==> config.mk <==
export PLATFORM = sky130hd
export DESIGN_NAME = motion_status
export DESIGN_NICKNAME = d
export VERILOG_FILES = /design/src/rtl/motion_status_pkg.sv /design/src/rtl/motion_status.sv /design/src/rtl/flag_latch.sv /design/src/rtl/origin_capture.sv
export SDC_FILE = /design/constraint.sdc
export NUM_CORES = 1
export LEC_CHECK = 0
export BUFFER_PORTS_ARGS = -buffer_cell sky130_fd_sc_hd__buf_2
export CORE_MARGIN = 8
export CORE_UTILIZATION = 38
export DETAILED_ROUTE_END_ITERATION = 8
export PLACE_DENSITY_LB_ADDON = 0.12
export SYNTH_ARGS = -nofsm -noshare
export SYNTH_HDL_FRONTEND = slang
export SYNTH_SLANG_ARGS = --single-unit
==> constraint.sdc <==
create_clock -name clk -period 2.94 [get_ports clk]
set_input_delay 0.147 -clock clk [delete_from_list [all_inputs] [get_ports clk]]
set_output_delay 0.147 -clock clk [all_outputs]
set_load 0.02 [all_outputs]
==> src/rtl/motion_status_pkg.sv <==
// constants, carriers and latch decoding for the motion status block
// assumes a 100 MHz core clock and a register port from the serial interface
package motion_status_pkg;

  // ==========================================================
  // register map
  localparam int unsigned ADDR_W = 8;
  localparam int unsigned DATA_W = 8;
  localparam logic [ADDR_W-1:0] OFS_TEMP   = 8'h08;
  localparam logic [ADDR_W-1:0] OFS_MOTION = 8'h09;
  localparam logic [ADDR_W-1:0] OFS_QUEUE  = 8'h0A;
  localparam logic [ADDR_W-1:0] OFS_ORIGIN = 8'h0B;
  localparam logic [DATA_W-1:0] TEMP_RESET = 8'h00;
  localparam logic [DATA_W-1:0] READ_ZERO  = 8'h00;
  localparam int unsigned RSVD_W = 5;
  localparam logic [RSVD_W-1:0] RSVD_ZERO = 5'h00;

  // ==========================================================
  // latch configuration
  localparam int unsigned LATCH_W = 4;
  typedef logic [LATCH_W-1:0] latch_code_t;
  localparam latch_code_t LATCH_CODE_NONE     = 4'h0;
  localparam latch_code_t LATCH_CODE_PERM     = 4'h7;
  localparam latch_code_t LATCH_CODE_PERM_ALT = 4'hF;

  typedef enum logic [1:0] {
    LK_NONE = 2'b00,
    LK_TEMP = 2'b01,
    LK_PERM = 2'b10
  } latch_kind_t;

  // ==========================================================
  // timing
  localparam int unsigned CLK_PERIOD_NS   = 10;
  localparam int unsigned HOLD_TIME_US    = 250;
  localparam int unsigned HOLD_CYCLES_DEF = (HOLD_TIME_US * 1000) / CLK_PERIOD_NS;
  localparam int unsigned HOLD_W = 24;
  typedef logic [HOLD_W-1:0] hold_cnt_t;

  // ==========================================================
  // carriers
  localparam int unsigned NUM_FLAGS = 11;
  typedef struct packed {
    logic flat;
    logic orient;
    logic single_tap;
    logic double_tap;
    logic slow_no_motion;
    logic slope;
    logic high_g;
    logic low_g;
    logic data_ready;
    logic queue_threshold_flag;
    logic queue_full;
  } engine_flags_t;

  typedef struct packed {
    logic sign;
    logic first_z;
    logic first_y;
    logic first_x;
  } origin_t;

  typedef struct packed {
    logic              rd;
    logic              wr;
    logic [ADDR_W-1:0] addr;
    logic [DATA_W-1:0] wdata;
  } reg_req_t;

  typedef struct packed {
    logic              valid;
    logic              err;
    logic [DATA_W-1:0] data;
  } reg_rsp_t;

  function automatic latch_kind_t latch_kind(input latch_code_t code);
    if (code == LATCH_CODE_NONE) return LK_NONE;
    if (code == LATCH_CODE_PERM || code == LATCH_CODE_PERM_ALT) return LK_PERM;
    return LK_TEMP;
  endfunction : latch_kind

endpackage : motion_status_pkg

==> src/rtl/motion_status.sv <==
// read-only temperature and event status registers of the motion sensor
// assumes the serial interface presents one-cycle rd/wr strobes on reg_req
// and that engines, enables and latch code come from surrounding logic

`timescale 1ns/1ps
`default_nettype none
module motion_status #(
  parameter int unsigned HOLD_CYCLES = motion_status_pkg::HOLD_CYCLES_DEF
) (
  input  wire logic                             clk,
  input  wire logic                             rst_b,
  input  var  motion_status_pkg::reg_req_t      reg_req,
  output var  motion_status_pkg::reg_rsp_t      reg_rsp,
  input  wire logic signed [7:0]                temp_sample,
  input  wire logic                             temp_strobe,
  input  var  motion_status_pkg::engine_flags_t engine_trig,
  input  var  motion_status_pkg::engine_flags_t engine_level,
  input  var  motion_status_pkg::engine_flags_t engine_enable,
  input  wire motion_status_pkg::latch_code_t   latch_code,
  input  wire logic                             clear_latched,
  input  var  motion_status_pkg::origin_t       tap_origin,
  input  var  motion_status_pkg::origin_t       slope_origin,
  output var  motion_status_pkg::engine_flags_t status_flags
);

  // ==========================================================
  // state
  typedef struct packed {
    logic signed [7:0]           temp;
    motion_status_pkg::reg_rsp_t rsp;
  } status_state_t;

  localparam status_state_t STATE_RESET = '{
    temp: motion_status_pkg::TEMP_RESET,
    rsp:  '0
  };

  status_state_t q;
  status_state_t d;

  motion_status_pkg::engine_flags_t flags;
  motion_status_pkg::origin_t       tap_q;
  motion_status_pkg::origin_t       slope_q;
  logic                             tap_capture;
  logic                             tap_enable;
  logic                             slope_capture;
  logic [7:0]                       word_motion;
  logic [7:0]                       word_queue;
  logic [7:0]                       word_origin;

  function automatic logic is_mapped(input logic [7:0] addr);
    return addr == motion_status_pkg::OFS_TEMP ||
           addr == motion_status_pkg::OFS_MOTION ||
           addr == motion_status_pkg::OFS_QUEUE ||
           addr == motion_status_pkg::OFS_ORIGIN;
  endfunction : is_mapped

  // ==========================================================
  // event flags
  // engine sets flag
  flag_latch #(
    .HOLD_CYCLES (HOLD_CYCLES)
  ) u_flag_latch (
    .clk           (clk),
    .rst_b         (rst_b),
    .trig          (engine_trig),
    .level         (engine_level),
    .enable        (engine_enable),
    .latch_code    (latch_code),
    .clear_latched (clear_latched),
    .flags         (flags)
  );

  assign status_flags = flags;

  // ==========================================================
  // event origin
  assign tap_enable    = engine_enable.single_tap | engine_enable.double_tap;
  assign tap_capture   = (engine_trig.single_tap & engine_enable.single_tap) |
                         (engine_trig.double_tap & engine_enable.double_tap);
  assign slope_capture = engine_trig.slope & engine_enable.slope;

  origin_capture u_tap_origin (
    .clk           (clk),
    .rst_b         (rst_b),
    .capture       (tap_capture),
    .enable        (tap_enable),
    .clear_latched (clear_latched),
    .origin_in     (tap_origin),
    .origin        (tap_q)
  );

  origin_capture u_slope_origin (
    .clk           (clk),
    .rst_b         (rst_b),
    .capture       (slope_capture),
    .enable        (engine_enable.slope),
    .clear_latched (clear_latched),
    .origin_in     (slope_origin),
    .origin        (slope_q)
  );

  // ==========================================================
  // register words
  // motion flag layout
  assign word_motion = {flags.flat, flags.orient, flags.single_tap,
                        flags.double_tap, flags.slow_no_motion, flags.slope,
                        flags.high_g, flags.low_g};
  assign word_queue  = {flags.data_ready, flags.queue_threshold_flag,
                        flags.queue_full, motion_status_pkg::RSVD_ZERO};
  assign word_origin = {tap_q, slope_q};

  // ==========================================================
  // next state
  always_comb begin
    d = q;
    d.rsp = '0;
    if (temp_strobe) d.temp = temp_sample;
    if (reg_req.rd) begin
      d.rsp.valid = 1'b1;
      d.rsp.err   = !is_mapped(reg_req.addr);
      unique case (reg_req.addr)
        motion_status_pkg::OFS_TEMP:   d.rsp.data = q.temp;
        motion_status_pkg::OFS_MOTION: d.rsp.data = word_motion;
        motion_status_pkg::OFS_QUEUE:  d.rsp.data = word_queue;
        motion_status_pkg::OFS_ORIGIN: d.rsp.data = word_origin;
        default:                       d.rsp.data = motion_status_pkg::READ_ZERO;
      endcase
    end else if (reg_req.wr) begin
      d.rsp.valid = 1'b1;
      d.rsp.err   = 1'b1;
    end
  end

  always_ff @(posedge clk or negedge rst_b) begin
    if (!rst_b) q <= STATE_RESET;
    else q <= d;
  end

  assign reg_rsp = q.rsp;

  // ==========================================================
  // checks
  chk_temp_load: assert property (@(posedge clk) disable iff (!rst_b)
    temp_strobe |=> (q.temp == $past(temp_sample)))
    else $error("temperature sample not stored");

  chk_temp_read: assert property (@(posedge clk) disable iff (!rst_b)
    (reg_req.rd && reg_req.addr == motion_status_pkg::OFS_TEMP)
    |=> (reg_rsp.valid && !reg_rsp.err && reg_rsp.data == $past(q.temp)))
    else $error("temperature readout differs from stored code");

  chk_trig_sets: assert property (@(posedge clk) disable iff (!rst_b)
    (engine_trig.slope && engine_enable.slope &&
     motion_status_pkg::latch_kind(latch_code) != motion_status_pkg::LK_NONE)
    |=> flags.slope)
    else $error("slope flag not set by its engine");

  chk_level_follow: assert property (@(posedge clk) disable iff (!rst_b)
    (motion_status_pkg::latch_kind(latch_code) == motion_status_pkg::LK_NONE &&
     engine_enable.high_g)
    |=> (flags.high_g == $past(engine_level.high_g)))
    else $error("unlatched flag does not follow its condition");

  chk_disabled_zero: assert property (@(posedge clk) disable iff (!rst_b)
    !engine_enable.low_g |=> !flags.low_g)
    else $error("flag of a disabled engine is set");

  chk_motion_map: assert property (@(posedge clk) disable iff (!rst_b)
    (reg_req.rd && reg_req.addr == motion_status_pkg::OFS_MOTION)
    |=> (reg_rsp.data == {$past(flags.flat), $past(flags.orient),
         $past(flags.single_tap), $past(flags.double_tap),
         $past(flags.slow_no_motion), $past(flags.slope),
         $past(flags.high_g), $past(flags.low_g)}))
    else $error("motion register layout wrong");

  chk_queue_map: assert property (@(posedge clk) disable iff (!rst_b)
    (reg_req.rd && reg_req.addr == motion_status_pkg::OFS_QUEUE)
    |=> (reg_rsp.data == {$past(flags.data_ready),
         $past(flags.queue_threshold_flag), $past(flags.queue_full),
         motion_status_pkg::RSVD_ZERO}))
    else $error("queue register layout wrong or reserved bits set");

  // one quiet cycle between capture and read, as a host read normally lands
  chk_tap_origin: assert property (@(posedge clk) disable iff (!rst_b)
    (tap_capture ##1 (!tap_capture && !clear_latched && tap_enable)
     ##1 (reg_req.rd && reg_req.addr == motion_status_pkg::OFS_ORIGIN))
    |=> (reg_rsp.data[7:4] == $past(tap_origin, 3)))
    else $error("tap origin not reported in upper half");

  chk_slope_origin: assert property (@(posedge clk) disable iff (!rst_b)
    (slope_capture ##1 (!slope_capture && !clear_latched && engine_enable.slope)
     ##1 (reg_req.rd && reg_req.addr == motion_status_pkg::OFS_ORIGIN))
    |=> (reg_rsp.data[3:0] == $past(slope_origin, 3)))
    else $error("slope origin not reported in lower half");

  chk_write_refused: assert property (@(posedge clk) disable iff (!rst_b)
    (reg_req.wr && !reg_req.rd && !temp_strobe)
    |=> (reg_rsp.valid && reg_rsp.err && $stable(q.temp)))
    else $error("write to read-only register not refused");

  chk_answer_once: assert property (@(posedge clk) disable iff (!rst_b)
    (!reg_req.rd && !reg_req.wr) |=> !reg_rsp.valid)
    else $error("answer without a request");

  cov_temp_read: cover property (@(posedge clk) disable iff (!rst_b)
    temp_strobe ##1 (reg_req.rd && reg_req.addr == motion_status_pkg::OFS_TEMP));

  cov_tap_read: cover property (@(posedge clk) disable iff (!rst_b)
    tap_capture ##[1:4] (reg_req.rd && reg_req.addr == motion_status_pkg::OFS_ORIGIN));

  cov_perm_clear: cover property (@(posedge clk) disable iff (!rst_b)
    flags.slope && clear_latched ##1 !flags.slope);

  cov_unmapped: cover property (@(posedge clk) disable iff (!rst_b)
    reg_req.rd ##1 reg_rsp.err);

endmodule : motion_status
`default_nettype wire

==> src/rtl/flag_latch.sv <==
// per-engine status flag latching: none, timed or permanent
// assumes trigger pulses and condition levels synchronous to clk
`timescale 1ns/1ps
`default_nettype none
module flag_latch #(
  parameter int unsigned HOLD_CYCLES = motion_status_pkg::HOLD_CYCLES_DEF
) (
  input  wire logic                          clk,
  input  wire logic                          rst_b,
  input  var  motion_status_pkg::engine_flags_t trig,
  input  var  motion_status_pkg::engine_flags_t level,
  input  var  motion_status_pkg::engine_flags_t enable,
  input  wire motion_status_pkg::latch_code_t   latch_code,
  input  wire logic                          clear_latched,
  output var  motion_status_pkg::engine_flags_t flags
);
  localparam int unsigned NF = motion_status_pkg::NUM_FLAGS;
  localparam motion_status_pkg::hold_cnt_t HOLD_LOAD =
    motion_status_pkg::hold_cnt_t'(HOLD_CYCLES);
  localparam motion_status_pkg::hold_cnt_t HOLD_LAST =
    motion_status_pkg::hold_cnt_t'(1);

  typedef struct packed {
    logic [NF-1:0]                               flag;
    motion_status_pkg::hold_cnt_t [NF-1:0]       timer;
  } latch_state_t;

  latch_state_t q;
  latch_state_t d;
  logic [NF-1:0] trig_v;
  logic [NF-1:0] level_v;
  logic [NF-1:0] en_v;
  motion_status_pkg::latch_kind_t kind;

  assign trig_v  = trig;
  assign level_v = level;
  assign en_v    = enable;
  assign kind    = motion_status_pkg::latch_kind(latch_code);
  assign flags   = q.flag;

  // ==========================================================
  // next state
  always_comb begin
    d = q;
    for (int i = 0; i < NF; i++) begin
      if (!en_v[i]) begin
        d.flag[i]  = 1'b0;
        d.timer[i] = '0;
      end else begin
        unique case (kind)
          motion_status_pkg::LK_NONE: begin
            d.flag[i]  = level_v[i];
            d.timer[i] = '0;
          end
          motion_status_pkg::LK_PERM: begin
            // set wins over clear
            if (trig_v[i]) d.flag[i] = 1'b1;
            else if (clear_latched) d.flag[i] = 1'b0;
            d.timer[i] = '0;
          end
          motion_status_pkg::LK_TEMP: begin
            if (trig_v[i]) begin
              d.flag[i]  = 1'b1;
              d.timer[i] = HOLD_LOAD;
            end else if (clear_latched) begin
              d.flag[i]  = 1'b0;
              d.timer[i] = '0;
            end else if (q.timer[i] != '0) begin
              d.timer[i] = q.timer[i] - HOLD_LAST;
              if (q.timer[i] == HOLD_LAST) d.flag[i] = 1'b0;
            end
          end
          default: begin
            d.flag[i]  = 1'b0;
            d.timer[i] = '0;
          end
        endcase
      end
    end
  end

  always_ff @(posedge clk or negedge rst_b) begin
    if (!rst_b) q <= '0;
    else q <= d;
  end

  // ==========================================================
  // checks
  // the flag seen now was decided by kind, clear and enable of the previous cycle
  chk_perm_hold: assert property (@(posedge clk) disable iff (!rst_b)
    ($past(kind) == motion_status_pkg::LK_PERM && !$past(clear_latched))
    |-> ((q.flag & $past(q.flag & en_v)) == $past(q.flag & en_v)))
    else $error("permanent flag dropped without clear");

endmodule : flag_latch
`default_nettype wire

==> src/rtl/origin_capture.sv <==
// captures sign and first axis of the event that fired last
// assumes origin bits are valid in the cycle of the capture pulse
`timescale 1ns/1ps
`default_nettype none
module origin_capture (
  input  wire logic                      clk,
  input  wire logic                      rst_b,
  input  wire logic                      capture,
  input  wire logic                      enable,
  input  wire logic                      clear_latched,
  input  var  motion_status_pkg::origin_t origin_in,
  output var  motion_status_pkg::origin_t origin
);
  motion_status_pkg::origin_t q;
  motion_status_pkg::origin_t d;

  assign origin = q;

  // ==========================================================
  // next state: a new event overwrites every bit, so idle axes clear
  always_comb begin
    d = q;
    if (!enable) d = '0;
    else if (capture) d = origin_in;
    else if (clear_latched) d = '0;
  end

  always_ff @(posedge clk or negedge rst_b) begin
    if (!rst_b) q <= '0;
    else q <= d;
  end

  chk_origin_load: assert property (@(posedge clk) disable iff (!rst_b)
    (capture && enable) |=> (origin == $past(origin_in)))
    else $error("origin not captured from triggering event");

endmodule : origin_capture
`default_nettype wire

==> flow_metrics.env, run 1 <==
export IMPL_antenna_left=0
export IMPL_drc=0
export IMPL_worst_slew_pin_transition_ns=0.944
export IMPL_vias_per_cell=5.43
export IMPL_antenna_cells=0
export IMPL_hold_viol=0
export IMPL_rrSetupSlack_ns=0.21
export IMPL_crit_type="reg2reg"
export IMPL_antenna_found_initial=0
export IMPL_cts_max_level=2
export IMPL_portBuffers=87
export IMPL_clock_skew_final_ns=0.0213
export IMPL_synth_edf_count=0
export IMPL_setup_tns_ns=0
export IMPL_slowest_stage="dlygate4sd3_1"
export IMPL_dieArea_um2=51400
export IMPL_multi_input_area_um2=8800
export IMPL_max_freq_mhz=366
export IMPL_grt_usage=0.178
export IMPL_grt_pass1_wl_mm=74.6
export IMPL_place_ws_ns=0.254
export IMPL_drive_gt1_frac=0.132
export IMPL_yosysWarnings=0
export IMPL_synth_cells=1814
export IMPL_synth_area_per_cell_um2=9.31
export IMPL_start_util=0.384
export IMPL_outcome="finished, final reports clean"
export IMPL_first_global_vias=14000
export IMPL_coreArea_um2=44000
export IMPL_crit_required_ns=3.38
export IMPL_r2r_start="u_flag_latch.q[232]$_DFFE_PN0P_"
export IMPL_overflow=0
export IMPL_fin_cells=2604
export IMPL_cp_max_fo=10
export IMPL_cp_start_kind="flip-flop"
export IMPL_cpPeakStageDelay_ns=0.54
export IMPL_drtPass1Iterations=5
export IMPL_worstHoldPathCells=4
export IMPL_area_growth_pct=19.2
export IMPL_synth_nets=1922
export IMPL_finalSetupViolCount=0
export IMPL_hpwl_mm=30.9
export IMPL_synth_area_um2=16900
export IMPL_max_cap_viol_count=0
export IMPL_grt_max_degree=88
export IMPL_clkTransAtPathRegs_ns=0.06
export IMPL_yosys_register_bits=301
export IMPL_async_reset_ff_frac=1.00
export IMPL_crit_path_cell_trace="nor4_1 -> nand4_1 -> nand4bb_1 -> a32o_1 -> dlygate4sd3_1"
export IMPL_synth_area_leader_cell="dfrtp_1"
export IMPL_dr_first_iter_drc_count=849
export IMPL_slew_viol_final=0
export IMPL_finalWirelength_mm=45.3
export IMPL_leakagePower_nw=8.83
export IMPL_yosys_top_cells_area="dfrtp_1 (45%), nor2_1 (5.8%), xor2_1 (4.4%)"
export IMPL_period_share=0.928
export IMPL_place_inst=2474
export IMPL_hold_class="in2reg"
export IMPL_routedWlPerCell_um=17.4
export IMPL_min_to="u_flag_latch.flags[6]$_DFFE_PN0P_"
export IMPL_vdd_drop_max_uv=337
export IMPL_die_w_um=227
export IMPL_tritoncts="yes"
export IMPL_layout_min_cycle_time_ns=2.73
export IMPL_grt_setup_unrepaired="false"
export IMPL_num_io_pins=96
export IMPL_nets=2091
export IMPL_rows=77
export IMPL_clk_latency_ns=0.55
export IMPL_pwr_density_cell_nw_per_um2=591
export IMPL_hp_start="engine_level[6]"
export IMPL_endpoint_kind="flip-flop"
export IMPL_regArea_um2=7530
export IMPL_crit_arrival_ns=3.17
export IMPL_root_buffer="clkbuf_16"
export IMPL_cts_buffer_depth=3
export IMPL_synth_cell_types=62
export IMPL_vias=14100
export IMPL_r2r_cells=5
export IMPL_num_fill_cells=4291
export IMPL_netlist_area_leader_share=0.446
export IMPL_fin_ws_ns=0.211
export IMPL_numClockSinks=301
export IMPL_ys_flop_type="dfrtp_1"
export IMPL_timing_rr_end="u_flag_latch.flags[9]$_DFFE_PN0P_"
export IMPL_relSlewSlack=0.371
export IMPL_seq_area_frac_synth=0.446
export IMPL_final_util=0.457
export IMPL_die_h_um=227
export IMPL_place_gp_congestion=0.819
export IMPL_cts_made_buffers=37
state kept, by name (all words and copies together), names as in the netlist:
register	flops
u_flag_latch.q	264
u_flag_latch.flags	11
reg_rsp	10
q	8
u_slope_origin.origin	4
u_tap_origin.origin	4
timing repair:
| item | 4_1_cts | 5_1_grt |
|---|---|---|
| hold buffers | 62 | 0 |
| buffers inserted | 0 | 0 |
| hold endpoints to repair | 387 | 0 |
| resized for setup | 0 | 0 |
| endpoints found under the setup margin | 0 | 0 |
per-layer routing:
metal	up-vias	wire length [um]	track usage
met5	-	0	0
li1	6940	-	-
met2	236	20800	0.289
met1	6890	21500	0.239
met3	69	1890	0.0319
met4	0	1170	0.0552
worst max-delay path: cells and delay by family (launching register included):
family	cells	cell delay [ns]
compound gates	1	0.27
buf+inv	1	0.54
simple gates	3	1.37
flops	1	0.43
worst max path at each step:
stage | endpoint | slack, ns | from
2_1_floorplan | u_flag_latch.q[147]$_DFFE_PN0P_ | 0.42 | u_flag_latch.q[152]$_DFFE_PN0P_
3_3_place_gp | u_flag_latch.q[158]$_DFFE_PN0P_ | 0.27 | u_flag_latch.q[151]$_DFFE_PN0P_
6_report | u_flag_latch.flags[9]$_DFFE_PN0P_ | 0.21 | u_flag_latch.q[232]$_DFFE_PN0P_
5_1_grt | u_flag_latch.q[158]$_DFFE_PN0P_ | 0.06 | u_flag_latch.q[151]$_DFFE_PN0P_
3_5_place_dp | u_flag_latch.q[158]$_DFFE_PN0P_ | 0.25 | u_flag_latch.q[152]$_DFFE_PN0P_
4_1_cts | u_flag_latch.q[158]$_DFFE_PN0P_ | 0.23 | u_flag_latch.q[152]$_DFFE_PN0P_
cells by family after synthesis:
group | count (synthesis) | share of synthesized area
AO/OA/AOI/OAI | 331 | 0.126
AND/OR/NAND/NOR | 823 | 0.262
multiplexers | 34 | 0.0232
XOR/XNOR | 163 | 0.0845
buffers and inverters | 129 | 0.0336
flip-flops | 301 | 0.446
adder cells (fa/ha/maj) | 33 | 0.0244
layout make-up:
type                    instances  share of cell area
multi-input cells            1384               0.437
flip-flops and latches        301               0.374
repair buffers                219              0.0810
clock buffers                  56              0.0552
well taps                     592              0.0368
clock inverters                12             0.00815
inverters                      40             0.00746
power by group:
group	internal (mW)	switching (mW)	total [mW]
clock	2.96	1.81	4.77
combinational	1.09	1.48	2.57
sequential	4.33	0.225	4.56
cell usage in the layout (no fill, tap or decap), drive strengths merged, types with 8 or more instances in the layout:
cell	instances
nor4b	11
or3	53
xnor2	78
nand4	46
clkbuf	56
o21ai	68
o31ai	20
dlygate4sd3	62
a21oi	96
xor2	85
buf	157
mux2	11
inv	40
nand3b	12
dfrtp	301
nand4b	8
or4	58
nor4	73
and3	14
a211oi	12
clkinv	8
nand2	80
nor2b	27
o21a	38
nand3	43
nor3b	21
mux2i	20
ha	33
a22o	8
and2	16
nor2	260
o211ai	34
or2	25
nor3	51
a31oi	12
cells in the mapped netlist (all sizes together), types with 4 or more instances:
cell type / instances
nor4: 73
or4b: 5
buf: 26
or3: 53
and4: 7
mux2: 11
o21ai: 68
nand2b: 6
or2: 25
and2: 16
nand4: 46
a32o: 7
clkbuf: 63
nand3: 43
nor3: 51
nor4b: 11
dfrtp: 301
nand4b: 8
a22oi: 4
xnor2: 78
nand3b: 12
a31oi: 12
a211oi: 12
or4: 58
o41ai: 7
nor2b: 27
a22o: 8
o21a: 38
o211ai: 34
nor2: 260
mux2i: 20
a21oi: 96
ha: 33
nand2: 80
o31ai: 20
nor3b: 21
inv: 39
and3: 14
o311ai: 4
xor2: 85
stage by stage:
step | total power [mW] | hold WS [ns] | area [um2]
global placement | 7.11 | 0.0394 | 18200
global route | 12.6 | 0.0457 | 20100
finish | 11.9 | 0.0124 | 20100
CTS | 12.1 | 0.0000140 | 20100
detailed placement | 7.13 | 0.0453 | 18200
floorplan | 6.34 | -0.149 | 16900
No activity file was read; power rests on OpenSTA's default activity.
==> inputs of run 2 (changes only) <==
--- a/config.mk
+++ b/config.mk
@@ -6,6 +6,7 @@
 export NUM_CORES = 1
 export LEC_CHECK = 0
 export BUFFER_PORTS_ARGS = -buffer_cell sky130_fd_sc_hd__buf_2
+export CORE_ASPECT_RATIO = 0.9
 export CORE_MARGIN = 8
 export CORE_UTILIZATION = 38
 export DETAILED_ROUTE_END_ITERATION = 8
==> constraint.sdc (replaced) <==
create_clock -name clk -period 2.94 [get_ports clk]
set_input_delay 0.147 -clock clk [delete_from_list [all_inputs] [get_ports clk]]
set_output_delay 0.147 -clock clk [all_outputs]
set_load 0.05 [all_outputs]
==> flow_metrics.env, run 2 (same netlist as run 1, synthesis figures left out) <==
export IMPL_outcome="finished, final reports clean"
export IMPL_num_io_pins=96
export IMPL_root_buffer="clkbuf_16"
export IMPL_p_int_mw=8.08
export IMPL_top_register="u_flag_latch.q"
export IMPL_leakagePower_nw=8.77
export IMPL_ctsResizeCount=0
export IMPL_grt_usage=0.177
export IMPL_finalWirelength_mm=45.8
export IMPL_fin_ws_ns=0.211
export IMPL_hpwl_mm=31.6
export IMPL_cp_max_fo=10
export IMPL_die_h_um=216
export IMPL_period_share=0.928
export IMPL_endpoint_kind="flip-flop"
export IMPL_p_clk_frac=0.387
export IMPL_hp_start="engine_trig[5]"
export IMPL_p_comb_frac=0.222
export IMPL_layout_min_cycle_time_ns=2.73
export IMPL_power_switching_mw=3.57
export IMPL_final_cell_mix="dfrtp_1 (301), nor2_1 (259), a21oi_1 (96), buf_2 (86), xor2_1 (85)"
export IMPL_largest_reg_flops=264
export IMPL_dieArea_um2=51500
export IMPL_start_util=0.384
export IMPL_crit_required_ns=3.36
export IMPL_cp_start_kind="flip-flop"
export IMPL_place_ws_ns=0.208
export IMPL_regArea_um2=7530
export IMPL_die_w_um=238
export IMPL_area_growth_pct=18.6
export IMPL_first_global_vias=14000
export IMPL_clk_latency_ns=0.55
export IMPL_portBuffers=87
export IMPL_drc=0
export IMPL_cts_made_buffers=37
export IMPL_max_cap_viol_count=0
export IMPL_grt_setup_unrepaired="false"
export IMPL_vias=14100
export IMPL_nets=2086
export IMPL_worst_slew_pin_transition_ns=0.950
export IMPL_clock_skew_final_ns=0.0156
export IMPL_vias_per_cell=5.40
export IMPL_cts_buffer_depth=3
export IMPL_p_seq_frac=0.391
export IMPL_rows=73
export IMPL_hold_class="in2reg"
export IMPL_grt_max_degree=86
export IMPL_numClockSinks=301
export IMPL_final_common_cell="dfrtp_1"
export IMPL_drive_gt1_frac=0.131
export IMPL_cts_max_level=2
export IMPL_rrSetupSlack_ns=0.21
export IMPL_clkTransAtPathRegs_ns=0.05
export IMPL_crit_arrival_ns=3.15
export IMPL_routedWlPerCell_um=17.6
export IMPL_crit_type="reg2reg"
export IMPL_num_fill_cells=4365
export IMPL_min_to="u_flag_latch.q[128]$_DFFE_PN0P_"
export IMPL_worstHoldPathCells=3
export IMPL_relSlewSlack=0.367
export IMPL_grt_pass1_wl_mm=75.3
export IMPL_antenna_found_initial=4
export IMPL_overflow=0
export IMPL_max_freq_mhz=366
export IMPL_slew_viol_final=0
export IMPL_hold_viol=0
export IMPL_swShare=0.307
export IMPL_r2r_start="u_flag_latch.q[234]$_DFFE_PN0P_"
export IMPL_r2r_cells=5
export IMPL_finalSetupViolCount=0
export IMPL_place_gp_congestion=0.805
export IMPL_multi_input_area_um2=8800
export IMPL_antenna_left=0
export IMPL_pwr_density_cell_nw_per_um2=582
export IMPL_timing_rr_end="u_flag_latch.flags[9]$_DFFE_PN0P_"
export IMPL_drtPass1Iterations=5
export IMPL_tritoncts="yes"
export IMPL_setup_tns_ns=0
export IMPL_vdd_drop_max_uv=333
export IMPL_dr_first_iter_drc_count=877
export IMPL_coreArea_um2=44000
-- run 2: metrics by stage --
stage	cells	utilization	total power, mW	cell area [um2]	hold slack (ns)
3_3_place_gp	2479	0.414	7.11	18200	0.225
2_1_floorplan	1814	-	6.37	16900	-0.149
4_1_cts	2605	0.455	11.8	20000	0.0101
5_1_grt	2605	0.455	12.3	20000	0.0384
3_5_place_dp	2479	0.414	7.14	18200	0.218
6_report	2606	0.455	11.7	20000	0.0480
-- run 2: cell type report --
cell class | count | share of cell area
multi-input cells | 1384 | 0.439
clock inverters | 13 | 0.00531
inverters | 40 | 0.00750
clock buffers | 53 | 0.0544
flip-flops and latches | 301 | 0.376
well taps | 600 | 0.0375
repair buffers | 214 | 0.0798
diodes | 1 | 0.000125
-- run 2: metal layers --
metal | track usage | up-vias | wire length [um]
met4 | 0.0528 | 8 | 1030
li1 | - | 6909 | -
met3 | 0.0316 | 65 | 1830
met2 | 0.276 | 217 | 20400
met5 | 0 | - | 45
met1 | 0.249 | 6870 | 22400
-- run 2: critical path, cell delays in order, from the launching register on --
cell	delay (ns)
dfrtp_1	0.40
nor4_1	0.52
nand4_1	0.48
nand4bb_1	0.38
a32o_1	0.28
dlygate4sd3_1	0.55
-- run 2: worst max path at each step --
| stage | startpoint | endpoint | slack (ns) |
|---|---|---|---|
| 2_1_floorplan | u_flag_latch.q[152]$_DFFE_PN0P_ | u_flag_latch.q[147]$_DFFE_PN0P_ | 0.42 |
| 3_3_place_gp | u_flag_latch.q[151]$_DFFE_PN0P_ | u_flag_latch.q[152]$_DFFE_PN0P_ | 0.23 |
| 3_5_place_dp | u_flag_latch.q[152]$_DFFE_PN0P_ | u_flag_latch.q[147]$_DFFE_PN0P_ | 0.21 |
| 4_1_cts | u_flag_latch.q[152]$_DFFE_PN0P_ | u_flag_latch.q[147]$_DFFE_PN0P_ | 0.16 |
| 5_1_grt | u_flag_latch.q[152]$_DFFE_PN0P_ | u_flag_latch.q[149]$_DFFE_PN0P_ | 0.03 |
| 6_report | u_flag_latch.q[234]$_DFFE_PN0P_ | u_flag_latch.flags[9]$_DFFE_PN0P_ | 0.21 |
-- run 2: repair_timing --
item,in CTS,in global routing
hold endpoints to repair,167,0
setup buffers,0,0
hold buffers,60,0
setup endpoints to repair,0,0
-- run 2: power by group through the flow --
stage	registers (mW)	logic, mW	clock network, mW
2_1_floorplan	4.56	1.81	0
3_3_place_gp	4.62	2.50	0
3_5_place_dp	4.62	2.51	0
4_1_cts	4.55	2.60	4.67
5_1_grt	4.58	2.90	4.85
6_report	4.55	2.59	4.51
==> inputs of run 3 (changes only) <==
--- a/config.mk
+++ b/config.mk
@@ -9,8 +9,9 @@
 export CORE_ASPECT_RATIO = 0.9
 export CORE_MARGIN = 8
 export CORE_UTILIZATION = 38
+export CTS_BUF_LIST = sky130_fd_sc_hd__clkbuf_4
 export DETAILED_ROUTE_END_ITERATION = 8
-export PLACE_DENSITY_LB_ADDON = 0.12
+export PLACE_DENSITY_LB_ADDON = 0.1
 export SYNTH_ARGS = -nofsm -noshare
 export SYNTH_HDL_FRONTEND = slang
 export SYNTH_SLANG_ARGS = --single-unit
==> flow_metrics.env, run 3 (same netlist as run 1, synthesis figures left out) <==
export IMPL_vias=14700
export IMPL_numClockSinks=301
export IMPL_die_h_um=216
export IMPL_finalSetupViolCount=0
export IMPL_dieArea_um2=51500
export IMPL_nets=2177
export IMPL_first_global_vias=14600
export IMPL_grt_setup_unrepaired="false"
export IMPL_crit_type="reg2reg"
export IMPL_cts_made_buffers=85
export IMPL_r2r_start="u_flag_latch.q[232]$_DFFE_PN0P_"
export IMPL_place_gp_congestion=0.845
export IMPL_vias_per_cell=5.37
export IMPL_rows=73
export IMPL_cts_buffer_depth=3
export IMPL_drive_gt1_frac=0.164
export IMPL_clock_skew_final_ns=0.0459
export IMPL_root_buffer="clkbuf_4"
export IMPL_crit_path_start="u_flag_latch.q[232]$_DFFE_PN0P_"
export IMPL_max_freq_mhz=369
export IMPL_die_w_um=238
export IMPL_finalWirelength_mm=47.7
export IMPL_portBuffers=87
export IMPL_final_util=0.461
export IMPL_grt_usage=0.186
export IMPL_pwr_density_cell_nw_per_um2=552
export IMPL_grt_max_degree=55
export IMPL_drc=0
export IMPL_endpoint_kind="flip-flop"
export IMPL_dr_first_iter_drc_count=984
export IMPL_num_io_pins=96
export IMPL_final_common_cell="dfrtp_1"
export IMPL_setup_tns_ns=0
export IMPL_coreArea_um2=44000
export IMPL_largest_reg_flops=264
export IMPL_antenna_found_initial=8
export IMPL_top_register="u_flag_latch.q"
export IMPL_cp_start_kind="flip-flop"
export IMPL_routedWlPerCell_um=17.5
export IMPL_worst_slew_pin_transition_ns=0.710
export IMPL_regArea_um2=7530
export IMPL_clk_latency_ns=0.79
export IMPL_slew_viol_final=0
export IMPL_design_area_um2=20300
export IMPL_overflow=0
export IMPL_crit_required_ns=3.59
export IMPL_antenna_left=0
export IMPL_hold_viol=0
export IMPL_hpwl_mm=32.0
export IMPL_drtPass1Iterations=5
export IMPL_hp_start="latch_code[3]"
export IMPL_leakagePower_nw=9.02
export IMPL_area_growth_pct=20.3
export IMPL_cts_setup_buffers=0
export IMPL_placed_cell_area_um2=18300
export IMPL_crit_arrival_ns=3.36
export IMPL_start_util=0.384
export IMPL_clkTransAtPathRegs_ns=0.07
export IMPL_cts_max_level=3
export IMPL_layout_min_cycle_time_ns=2.71
export IMPL_grt_pass1_wl_mm=78.6
export IMPL_hold_class="in2reg"
export IMPL_max_cap_viol_count=0
export IMPL_cp_max_fo=10
export IMPL_multi_input_area_um2=8800
export IMPL_relSlewSlack=0.527
export IMPL_tritoncts="yes"
export IMPL_num_fill_cells=4345
export IMPL_vdd_drop_max_uv=251
export IMPL_period_share=0.921
export IMPL_outcome="finished, final reports clean"
export IMPL_final_cell_mix="dfrtp_1 (301), nor2_1 (259), clkbuf_4 (125), a21oi_1 (96), dlygate4sd3_1 (89)"
[run 3: changes by cell type in the layout (fill, tap and decap cells not counted), sizes merged]
cell	before	now
clkbuf	53	125
inv	41	40
clkinvlp	2	0
buf	154	168
dlygate4sd3	60	89
clkinv	9	22
diode	1	4
bufinv	1	2
[run 3: power by group]
group          leakage, nW  internal [mW]  switching (mW)
sequential            4.07           4.33           0.224
combinational         4.31           1.14            1.54
clock                0.648           2.11            1.87
total                 9.02           7.58            3.63
[run 3: per-stage QoR]
step	power, mW	setup WS [ns]	hold slack (ns)	instances
finish	11.2	0.233	0.116	2735
global route	11.9	0.0537	0.0917	2735
CTS	11.4	0.240	0.0482	2731
detailed placement	7.17	0.305	0.215	2492
global placement	7.15	0.288	0.214	2492
floorplan	6.37	0.419	-0.149	1814
[run 3: critical path: stages (launching register included)]
cell	delay (ns)
dfrtp_1	0.45
nor4_1	0.43
nand4_1	0.48
nand4bb_1	0.39
a32o_1	0.28
dlygate4sd3_1	0.55
[run 3: final timing paths]
check,slack [ns],cells past startpoint,to
setup / recovery,0.23,5,u_flag_latch.flags[9]$_DFFE_PN0P_
hold / removal,0.12,6,u_flag_latch.flags[6]$_DFFE_PN0P_
setup reg to reg,0.23,5,u_flag_latch.flags[9]$_DFFE_PN0P_
hold reg to reg,0.53,1,u_flag_latch.q[183]$_DFFE_PN0P_
max in group asynchronous,1.76,4,u_flag_latch.q[104]$_DFFE_PN0P_
min in group asynchronous,0.42,3,u_flag_latch.q[52]$_DFFE_PN0P_
[run 3: what timing repair did]
item | 4_1_cts | 5_1_grt
hold buffers | 90 | 0
resized for setup | 0 | 0
hold endpoints to repair | 562 | 0
[run 3: per-layer routing]
metal  GRT usage  part of all wire  wire, um  vias to the layer above
met3      0.0441             0.054      2570                       94
li1            -                 -         -                     7144
met2       0.285              0.44     20900                      333
met4      0.0526             0.022      1030                        6
met1       0.261              0.49     23200                     7114
met5           0           0.00067        32                        -
[run 3: layout make-up]
type                    count  share of cell area
multi-input cells        1384               0.433
clock inverters            24             0.00721
clock buffers             125              0.0462
inverters                  40             0.00739
diodes                      4            0.000493
well taps                 600              0.0370
repair buffers            257              0.0979
flip-flops and latches    301               0.371
